`src/core/tsp_cfg.svh`:
```
/*
 * constants of the two-wire register port: slave address, byte framing, pointer range.
 * assumes inclusion by the package, the design modules and the bench, by bare name.
 */
`ifndef TSP_CFG_SVH
`define TSP_CFG_SVH
// ----------------------------------------
// addressing
// ----------------------------------------
`define TSP_DEV_ADDR_HI 5'h0B
`define TSP_PTR_W 8
`define TSP_PTR_RST 8'h00
`define TSP_PTR_LAST 8'h3F
`define TSP_PTR_ONE 8'h01
// ----------------------------------------
// framing
// ----------------------------------------
`define TSP_CNT_W 4
`define TSP_CNT_ZERO 4'h0
`define TSP_CNT_ONE 4'h1
`define TSP_BITS_BYTE 4'h8
`define TSP_BITS_LAST 4'h7
`define TSP_BYTE_RST 8'h00
`define TSP_WORD_RST 16'h0000
// scl and sda come out of reset high like an idle bus, so reset shows no false edge
`define TSP_SYNC_RST 4'hC
`endif

```
`src/core/tsp_pkg.sv`:
```
/*
 * types of the two-wire register port: state codes and the packed state record.
 * assumes tsp_cfg.svh is on the include path.
 */
`include "tsp_cfg.svh"
package tsp_pkg;
	typedef enum logic [6:0] {
		TSP_IDLE = 7'h01,
		TSP_ADDR = 7'h02,
		TSP_AACK = 7'h04,
		TSP_RX = 7'h08,
		TSP_RACK = 7'h10,
		TSP_TX = 7'h20,
		TSP_TACK = 7'h40
	} tsp_state_t;

	typedef struct packed {
		tsp_state_t st;
		logic scl_d;
		logic sda_d;
		logic [`TSP_CNT_W-1:0] cnt;
		logic [7:0] shift;
		logic rw;
		logic nack;
		logic [1:0] bidx;
		logic tx_lo;
		logic [7:0] lo;
		logic [7:0] hi;
		logic exh;
		logic [`TSP_PTR_W-1:0] ptr;
		logic [`TSP_PTR_W-1:0] wr_addr;
		logic [15:0] wr_data;
		logic wr_en;
		logic sda_oe_n;
		logic sda_out;
	} tsp_regs_t;

	typedef struct packed {
		logic [3:0] meta;
		logic [3:0] sync;
	} tsp_sync_regs_t;
endpackage

```
`src/core/tsp_sync.sv`:
```
/*
 * two-stage synchroniser for the pin inputs of the register port.
 * assumes inputs are asynchronous to clk_sys; only the second stage is read outside.
 */
`timescale 1ns/1ps
`include "tsp_cfg.svh"
module tsp_sync (
	input wire logic clk_sys,
	input wire logic resetn,
	input wire logic [3:0] pin_raw,
	output logic [3:0] pin_sync
);
	import tsp_pkg::*;

	tsp_sync_regs_t r_ff;
	tsp_sync_regs_t nxt_r;

	// the first stage may go metastable, so only the second one leaves this module
	always_comb begin
		nxt_r.meta = pin_raw;
		nxt_r.sync = r_ff.meta;
	end

	always_ff @(posedge clk_sys or negedge resetn) begin
		if (!resetn) begin
			r_ff.meta <= `TSP_SYNC_RST;
			r_ff.sync <= `TSP_SYNC_RST;
		end else begin
			r_ff <= nxt_r;
		end
	end

	assign pin_sync = r_ff.sync;
endmodule

```
`src/core/tsp_i2c_slave.sv`:
```
/*
 * two-wire slave port giving a bus master access to a bank of 16-bit registers.
 * assumes scl, sda and straps are asynchronous pins, the register bank answers
 * reg_rd_data combinationally from reg_addr, and scl is far slower than clk_sys.
 */
//
// Behaviour
// - bytes are eight bits, msb first
// - sda falling while scl high starts
// - shift in seven address bits plus direction
// - matching address acknowledged low on ninth pulse
// - mismatch releases sda until next start
// - direction zero writes, one reads
// - nine pulses per byte, device acks writes
// - sda changes only while scl low
// - no limit on bytes per transaction
// - stop returns to idle at once
// - first written byte loads address pointer
// - high data byte, then low byte
// - pointer advances after each register write
// - no wrap; writes past last discarded
// - registers written from byte pairs
// - read returns high byte then low
// - pointer advances per read until nack
// - at last address, repeat last register
// - address 01011 plus two strap bits
// - slave only, never starts transfers
`timescale 1ns/1ps
`include "tsp_cfg.svh"
module tsp_i2c_slave (
	input wire logic clk_sys,
	input wire logic resetn,
	input wire logic scl,
	input wire logic sda,
	output logic sda_drv,
	output logic sda_oe_n,
	input wire logic slave_addr_strap_hi,
	input wire logic slave_addr_strap_lo,
	output logic [`TSP_PTR_W-1:0] reg_addr,
	input wire logic [15:0] reg_rd_data,
	output logic reg_wr_en,
	output logic [`TSP_PTR_W-1:0] reg_wr_addr,
	output logic [15:0] reg_wr_data
);
	import tsp_pkg::*;

	// ----------------------------------------
	// pin sampling
	// ----------------------------------------
	logic [3:0] pin_s;
	logic scl_s;
	logic sda_s;
	logic strap_hi_s;
	logic strap_lo_s;

	// bus pins and straps share one synchroniser so scl and sda keep their relative order
	tsp_sync u_sync (
		.clk_sys(clk_sys),
		.resetn(resetn),
		.pin_raw({scl, sda, slave_addr_strap_hi, slave_addr_strap_lo}),
		.pin_sync(pin_s)
	);
	assign {scl_s, sda_s, strap_hi_s, strap_lo_s} = pin_s;

	tsp_regs_t r_ff;
	tsp_regs_t nxt_r;

	logic scl_rise;
	logic scl_fall;
	logic start_det;
	logic stop_det;
	logic addr_match;

	assign scl_rise = scl_s && !r_ff.scl_d;
	assign scl_fall = !scl_s && r_ff.scl_d;
	assign start_det = scl_s && r_ff.scl_d && r_ff.sda_d && !sda_s;
	assign stop_det = scl_s && r_ff.scl_d && !r_ff.sda_d && sda_s;
	assign addr_match = r_ff.shift[7:1] == {`TSP_DEV_ADDR_HI, strap_hi_s, strap_lo_s};

	// pointer stops at the last register instead of wrapping
	function automatic logic [`TSP_PTR_W-1:0] ptr_step(input logic [`TSP_PTR_W-1:0] p);
		ptr_step = (p == `TSP_PTR_LAST) ? p : p + `TSP_PTR_ONE;
	endfunction

	// ----------------------------------------
	// protocol engine
	// ----------------------------------------
	always_comb begin
		nxt_r = r_ff;
		nxt_r.scl_d = scl_s;
		nxt_r.sda_d = sda_s;
		nxt_r.wr_en = 1'b0;
		nxt_r.sda_out = 1'b0; // open drain: only ever pulls low
		if (stop_det) begin
			nxt_r.st = TSP_IDLE;
			nxt_r.sda_oe_n = 1'b1; // pointer kept for a later read
		end else if (start_det) begin
			nxt_r.st = TSP_ADDR; // repeated start also lands here
			nxt_r.cnt = `TSP_CNT_ZERO;
			nxt_r.sda_oe_n = 1'b1;
		end else begin
			case (r_ff.st)
				TSP_IDLE: begin
					nxt_r.sda_oe_n = 1'b1;
				end
				TSP_ADDR, TSP_RX: begin
					if (scl_rise && r_ff.cnt != `TSP_BITS_BYTE) begin
						nxt_r.shift = {r_ff.shift[6:0], sda_s};
						nxt_r.cnt = r_ff.cnt + `TSP_CNT_ONE;
					end else if (scl_fall && r_ff.cnt == `TSP_BITS_BYTE) begin
						if (r_ff.st == TSP_ADDR) begin
							if (addr_match) begin
								nxt_r.st = TSP_AACK;
								nxt_r.sda_oe_n = 1'b0;
								nxt_r.rw = r_ff.shift[0];
							end else begin
								nxt_r.st = TSP_IDLE;
							end
						end else begin
							nxt_r.st = TSP_RACK;
							nxt_r.sda_oe_n = 1'b0; // every written byte is acked
							case (r_ff.bidx)
								2'h0: begin
									nxt_r.ptr = r_ff.shift;
									nxt_r.exh = 1'b0;
									nxt_r.bidx = 2'h1;
								end
								2'h1: begin
									nxt_r.hi = r_ff.shift;
									nxt_r.bidx = 2'h2;
								end
								default: begin
									nxt_r.bidx = 2'h1;
									if (!r_ff.exh) begin
										nxt_r.wr_en = 1'b1;
										nxt_r.wr_addr = r_ff.ptr;
										nxt_r.wr_data = {r_ff.hi, r_ff.shift};
										nxt_r.ptr = ptr_step(r_ff.ptr);
										nxt_r.exh = r_ff.ptr == `TSP_PTR_LAST;
									end
								end
							endcase
						end
					end
				end
				TSP_AACK, TSP_RACK: begin
					if (scl_fall) begin // ack ends with the ninth pulse
						nxt_r.cnt = `TSP_CNT_ZERO;
						if (r_ff.st == TSP_AACK && r_ff.rw) begin
							nxt_r.st = TSP_TX;
							nxt_r.tx_lo = 1'b1;
							nxt_r.shift = reg_rd_data[15:8];
							nxt_r.lo = reg_rd_data[7:0];
							nxt_r.sda_oe_n = reg_rd_data[15];
						end else begin
							nxt_r.st = TSP_RX;
							nxt_r.sda_oe_n = 1'b1;
							if (r_ff.st == TSP_AACK) begin
								nxt_r.bidx = 2'h0;
							end
						end
					end
				end
				TSP_TX: begin
					if (scl_fall) begin
						nxt_r.cnt = r_ff.cnt + `TSP_CNT_ONE;
						if (r_ff.cnt == `TSP_BITS_LAST) begin
							nxt_r.st = TSP_TACK;
							nxt_r.sda_oe_n = 1'b1;
						end else begin
							nxt_r.shift = {r_ff.shift[6:0], 1'b0};
							nxt_r.sda_oe_n = r_ff.shift[6];
						end
					end
				end
				TSP_TACK: begin
					if (scl_rise) begin
						nxt_r.nack = sda_s;
					end else if (scl_fall) begin
						nxt_r.cnt = `TSP_CNT_ZERO;
						if (r_ff.nack) begin
							nxt_r.st = TSP_IDLE;
						end else begin
							nxt_r.st = TSP_TX;
							if (r_ff.tx_lo) begin
								nxt_r.tx_lo = 1'b0;
								nxt_r.shift = r_ff.lo;
								nxt_r.sda_oe_n = r_ff.lo[7];
								nxt_r.ptr = ptr_step(r_ff.ptr);
							end else begin
								nxt_r.tx_lo = 1'b1;
								nxt_r.shift = reg_rd_data[15:8];
								nxt_r.lo = reg_rd_data[7:0];
								nxt_r.sda_oe_n = reg_rd_data[15];
							end
						end
					end
				end
				default: begin
					nxt_r.st = TSP_IDLE;
					nxt_r.sda_oe_n = 1'b1;
				end
			endcase
		end
	end

	always_ff @(posedge clk_sys or negedge resetn) begin
		if (!resetn) begin
			r_ff.st <= TSP_IDLE;
			r_ff.scl_d <= 1'b1;
			r_ff.sda_d <= 1'b1;
			r_ff.cnt <= `TSP_CNT_ZERO;
			r_ff.shift <= `TSP_BYTE_RST;
			r_ff.rw <= 1'b0;
			r_ff.nack <= 1'b0;
			r_ff.bidx <= 2'h0;
			r_ff.tx_lo <= 1'b0;
			r_ff.lo <= `TSP_BYTE_RST;
			r_ff.hi <= `TSP_BYTE_RST;
			r_ff.exh <= 1'b0;
			r_ff.ptr <= `TSP_PTR_RST;
			r_ff.wr_addr <= `TSP_PTR_RST;
			r_ff.wr_data <= `TSP_WORD_RST;
			r_ff.wr_en <= 1'b0;
			r_ff.sda_oe_n <= 1'b1;
			r_ff.sda_out <= 1'b0;
		end else begin
			r_ff <= nxt_r;
		end
	end

	assign sda_drv = r_ff.sda_out;
	assign sda_oe_n = r_ff.sda_oe_n;
	assign reg_addr = r_ff.ptr;
	assign reg_wr_en = r_ff.wr_en;
	assign reg_wr_addr = r_ff.wr_addr;
	assign reg_wr_data = r_ff.wr_data;
endmodule

```
`config.mk`:
```
export PLATFORM = sky130hd
export DESIGN_NAME = tsp_i2c_slave
export DESIGN_NICKNAME = d
export VERILOG_FILES = /design/src/core/tsp_pkg.sv /design/src/core/tsp_sync.sv /design/src/core/tsp_i2c_slave.sv
export VERILOG_INCLUDE_DIRS = /design/src /design/src/core
export SDC_FILE = /design/constraint.sdc
export NUM_CORES = 1
export LEC_CHECK = 0
export ABC_AREA = 1
export BUFFER_PORTS_ARGS = -buffer_cell sky130_fd_sc_hd__buf_2
export CAP_MARGIN = 0
export CORE_UTILIZATION = 50
export DETAILED_ROUTE_END_ITERATION = 8
export PLACE_DENSITY = 0.84
export SLEW_MARGIN = 20
export SYNTH_ARGS = -nofsm -noshare
export SYNTH_HDL_FRONTEND = slang
export SYNTH_SLANG_ARGS = --single-unit
```
`constraint.sdc`:
```
create_clock -name clk_sys -period 1.6 [get_ports clk_sys]
set_input_delay 0.32 -clock clk_sys [delete_from_list [all_inputs] [get_ports clk_sys]]
set_output_delay 0.32 -clock clk_sys [all_outputs]
set_load 0.05 [all_outputs]
```
Word level (Yosys, flattened, before mapping)
Index checks and enable logic that the tools add are counted.
{"block": "op_classes", "shift": 0, "mul": 0, "magnitude_cmp": 0, "bitwise_logic": 7, "eq_ne": 45, "div_mod_pow": 0, "n_mux": 68, "reduce_logical": 36, "addsub": 2}
{"cell": "$mux W34", "n": 3}
{"cell": "$mux W8", "n": 10}
{"cell": "$mux W7", "n": 10}
{"cell": "$mux W12", "n": 5}
{"cell": "$pmux W12 S4", "n": 1}
{"cell": "$mux W9", "n": 4}
{"cell": "$ne A4 B4 Y1 const B", "n": 9}
{"cell": "$pmux W9 S2", "n": 2}
{"cell": "$pmux W7 S5", "n": 1}
{"cell": "$mux W33", "n": 1}
{"cell": "$ne A2 B2 Y1 const B", "n": 16}
{"cell": "$reduce_and A8 Y1", "n": 4}
{"cell": "$reduce_and A7 Y1", "n": 4}
{"cell": "$mux W25", "n": 1}
{"cell": "$ne A3 B3 Y1 const B", "n": 6}
{"cell": "$reduce_and A9 Y1", "n": 2}
{"cell": "$mux W1", "n": 16}
{"cell": "$pmux W8 S2", "n": 1}
{"cell": "$mux W2", "n": 6}
{"cell": "$mux W6", "n": 2}
{"cell": "$reduce_and A12 Y1", "n": 1}
{"cell": "$mux W11", "n": 1}
{"cell": "$reduce_and A11 Y1", "n": 1}
{"cell": "$logic_and A1 B1 Y1", "n": 10}
{"cell": "other kinds (28)", "n": 41}
{"block": "word_totals", "output_inout_bits": 35, "mem_bits_rw": 0, "n_memories": 0, "latchBits": 0, "romBits": 0, "reg_bits": 85}

Depth between registers and ports, before layout
{"block": "logic_depth", "depth_word": 10, "mapped_depth": 12, "mapped_depth_nobuf": 12}

By module
Synthesis repeated with hierarchy kept, for this count alone.
{"block": "unflattened", "hier_cells": 660, "area_unflattened_um2": 4888.4}
{"mod": "tsp_i2c_slave", "area_per_inst_um2": 4683.2, "n_inst": 1, "seq_area_each_um2": 1931.9, "cells_per_inst": 652}
{"mod": "tsp_sync", "area_per_inst_um2": 205.2, "n_inst": 1, "seq_area_each_um2": 205.2, "cells_per_inst": 8}

Worst setup path before layout
OpenSTA, ideal clock, no wires.
{"block": "synth_timing", "path_type": "reg2reg", "start": "register r_ff[65] (netlist name)", "end": "register r_ff (netlist bit reg_wr_addr[5])", "path_slack_ns": -0.058, "required_time_ns": 1.482, "arrival_ns": 1.540, "path_buffers": 1, "path_stages_with_launch": 11, "setup_ns": 0.118, "path_cell_list": "dfrtp_1 > inv_1 > ha_1 > nand3_1 > nand2_1 > nand2_2 > nor3_4 > nand2_4 > buf_6 > nand2_1 > o21ai_2"}
{"block": "synth_via", "elab_chain_cells": 4, "elab_cells_between_ends": 6}
{"element": "start: declaration", "line": "tsp_i2c_slave.sv:65", "text": "tsp_regs_t r_ff;"}
{"element": "start signal: assignment", "line": "tsp_i2c_slave.sv:228", "text": "r_ff <= nxt_r;"}
{"element": "$ne A4 B4 Y1 (no line)"}
{"element": "$logic_and A1 B1 Y1 (no line)"}
{"element": "$not A1 Y1 (no line)"}
{"element": "$reduce_and A8 Y1 (no line) (*)"}
Mark *: on every way between the ends. The rest lies on a longest branch, timed or not.
A chain may end at the register's enable or synchronous reset.

Final worst setup path
{"block": "layout_timing", "start": "register r_ff[71] (netlist name)", "end": "register r_ff (netlist bit reg_wr_data[5])"}
{"block": "layout_via", "elab_chain_cells": 3, "elab_cells_between_ends": 5}
{"element": "$eq A7 B2 Y1 or $eq A7 B4 Y1 (tied branches)", "line": "tsp_i2c_slave.sv:102, tsp_i2c_slave.sv:111"}
{"element": "$reduce_or A2 Y1 or $not A1 Y1 (tied branches)"}
{"element": "$reduce_and A8 Y1 (no line) (*)"}
Marks and branches as above.

==> metrics.yaml <==
outcome:
  outcome: "complete, but fails checks"
  failed_checks: "negative setup slack"
floorplanning:
  start_util: 0.519
  floorplan.die_area_sq_um: 10600
  ios: 57
  die_w_um: 103
  rows: 36
  dieHeight_um: 103
  coreArea_sq_um: 9820
cells_and_area:
  final_cell_mix: "nand2_1 (183), buf_4 (88), dfrtp_1 (71)"
  n_antenna_cell: 0
  drive_gt1_frac: 0.484
  area_growth_pct: 40.8
  postLayoutCoreUtil: 0.731
  fin_nets: 839
  final_common_cell: "nand2_1"
min_path:
  hold_class: "input port to register"
clock_network:
  clock_latency_ps: 380
  cts_made_buffers: 9
  cts_tree: "yes"
  clk_path_buf_depth: 2
  clockRootBuffer: "clkbuf_8"
  clock-sinks: 85
  cts_max_level: 3
  clk_pin_slew_ps: 110
placement:
  dpl.hpwl_um: 9780
  place_congestion: 0.972
  port_buffers: 55
routing:
  initialDrtViolationCount: 479
  drcViolationCount: 0
  wl_per_cell_um: 17.4
  num_vias: 5344
  wl_um: 16600
  viasPerCell: 5.61
  antenna_left: 0
  drtPass1Iterations: 8
logic_synthesis:
  ys_warn_count: 0
  synth_area_leaders: "dfrtp_1 (38%), nand2_1 (17%), nand3_1 (6.7%), inv_1 (5.1%), buf_4 (4.9%)"
  ys.flop_type: "dfrtp_1"
  yosys_register_bits: 85
  yosysSeqAreaShare: 0.419
  synthArstFlopShare: 1.00
  synth_nets: 687
  synth.avg_cell_area_sq_um: 7.70
  syn-cell-area_sq_um: 5090
  synth_edf_count: 0
  synth_cell_types: 35
  synth.top_cell.area_share: 0.378
  yosysTopAreaCell: "dfrtp_1"
  synth_cells: 662
critical_path:
  critPathMaxFanout: 10
  path_class: "register to register"
  crit_chain: "inv_4 > nand2_2 > nor2_4 > nand2_8 > buf_6 > nand2_4 > nor3_4 > nand2_4 > clkbuf_16 > nand2_1 > nand2_1"
  slowest_stage: "dfstp_2"
  crit_arrival_ps: 2120
  end_kind: "register"
  slowest_delay_ps: 600
  required_ps: 1880
  startpoint_type: "register"
grt:
  grt_overflow: 0
  grt_max_degree: 32
  grt_pass1_vias: 4893
  antenna_found_initial: 0
  track_usage: 0.274
  grt_pass1_wl_um: 22300
sta:
  period_share: 1.15
  rsz0062_at_grt: "true"
  finalClockSkew_ps: 15.2
  hold_viol: 0
  tns_ps: -12440
  finalWorstSetupSlack_ps: -244
  min_period_ps: 1840
  setup_viol: 73
  drv_slew: 0
  fmax_mhz: 542
power_and_ir_drop:
  p_leak_nw: 3.80
  ir_drop_v: 0.000691
  p_per_area_nw_per_um2: 926
run:
  timing.max_cap.violations: 0
[layout make-up]
cell class | count | area (sq um)
clock buffer | 9 | 124
clock inverter | 7 | 76.3
fill | 636 | 2640
inverter | 81 | 337
multi-input combinational | 459 | 2910
sequential | 85 | 2140
tap | 133 | 166
timing repair buffer | 178 | 1420
[cells in the mapped netlist (9+ instances only)]
| cell type | count |
|---|---|
| buf_4 | 33 |
| dfrtp_1 | 77 |
| inv_1 | 69 |
| inv_2 | 9 |
| nand2_1 | 228 |
| nand2_2 | 11 |
| nand2_4 | 9 |
| nand3_1 | 68 |
| nor2_1 | 40 |
| nor2_4 | 11 |
| o21ai_0 | 12 |
| o21ai_1 | 16 |
| o21ai_2 | 18 |
[worst paths after layout]
check                                                to                 startpoint  slack [ps]  depth (start not counted)
setup / recovery             reg_wr_data[5]$_DFFE_PN0P_       r_ff[71]$_DFFE_PN1P_        -240                         11
hold / removal                u_sync.nxt_r[3]$_DFF_PN1_                        scl          30                          1
setup reg to reg             reg_wr_data[5]$_DFFE_PN0P_       r_ff[71]$_DFFE_PN1P_        -240                         11
hold reg to reg            u_sync.pin_sync[0]$_DFF_PN0_  u_sync.nxt_r[0]$_DFF_PN0_         360                          0
max in group asynchronous          r_ff[71]$_DFFE_PN1P_                     resetn         610                          3
min in group asynchronous    reg_wr_addr[3]$_DFFE_PN0P_                     resetn         400                          2
[repair_timing]
action | in CTS | in global routing
cloned | 3 | 3
buffers inserted | 17 | 18
endpoints found under the setup margin | 72 | 74
pin swaps | 40 | 57
gates resized for setup | 96 | 99
hold endpoints to repair | 27 | 0
hold buffers | 1 | 0
[metrics by stage]
| step | power (mW) | cell area (sq um) | hold slack, ps | setup WS (ps) | cells |
|---|---|---|---|---|---|
| after floorplan | 3.62 | 5120 | 24.4 | -29.2 | 662 |
| after global placement | 4.43 | 5910 | 268 | -135 | 895 |
| after detailed placement | 4.52 | 5910 | 274 | -231 | 895 |
| after CTS | 6.33 | 6630 | 26.2 | -144 | 932 |
| after global routing | 6.91 | 7180 | 26.9 | -337 | 952 |
| final | 6.65 | 7180 | 30.3 | -244 | 952 |
[critical path: cells and delay by family (launching register included)]
kind          cells  cell delay (ps)
simple gates      8              790
buf+inv           3              360
flops             1              600
[metal layers]
layer | up-vias | share of wire | GRT usage
met2 | 347 | 0.50 | 0.487
met4 | 0 | 0.058 | 0.119
li1 | 2365 | - | -
met3 | 105 | 0.086 | 0.0353
met5 | - | 0 | 0
met1 | 2527 | 0.35 | 0.334
[state kept, by name (all words and copies together), names as in the netlist]
| name | count |
|---|---|
| r_ff | 43 |
| reg_addr | 8 |
| reg_wr_addr | 8 |
| reg_wr_data | 16 |
| reg_wr_en | 1 |
| sda_oe_n | 1 |
| u_sync.nxt_r | 4 |
| u_sync.pin_sync | 4 |
[cells by family (layout without fill, tap and decap cells)]
| group | after synthesis | count (layout) | synth area share |
|---|---|---|---|
| DFF | 85 | 85 | 0.419 |
| AOI/OAI and AO/OA | 56 | 56 | 0.0700 |
| other | 1 | 1 | 0.000736 |
| xor gates and xnor gates | 2 | 2 | 0.00344 |
| and+or+nand+nor | 395 | 397 | 0.374 |
| adders and majority gates | 3 | 3 | 0.00737 |
| buffers and inverters | 120 | 275 | 0.125 |
[power by group]
group | total [mW] | internal [mW] | leakage [nW] | switching (mW)
clock | 1.56 | 0.621 | 0.103 | 0.943
combinational | 2.49 | 0.964 | 2.62 | 1.53
sequential | 2.59 | 2.38 | 1.08 | 0.215
total | 6.65 | 3.96 | 3.80 | 2.69
Power figures use the tool's default switching activity.
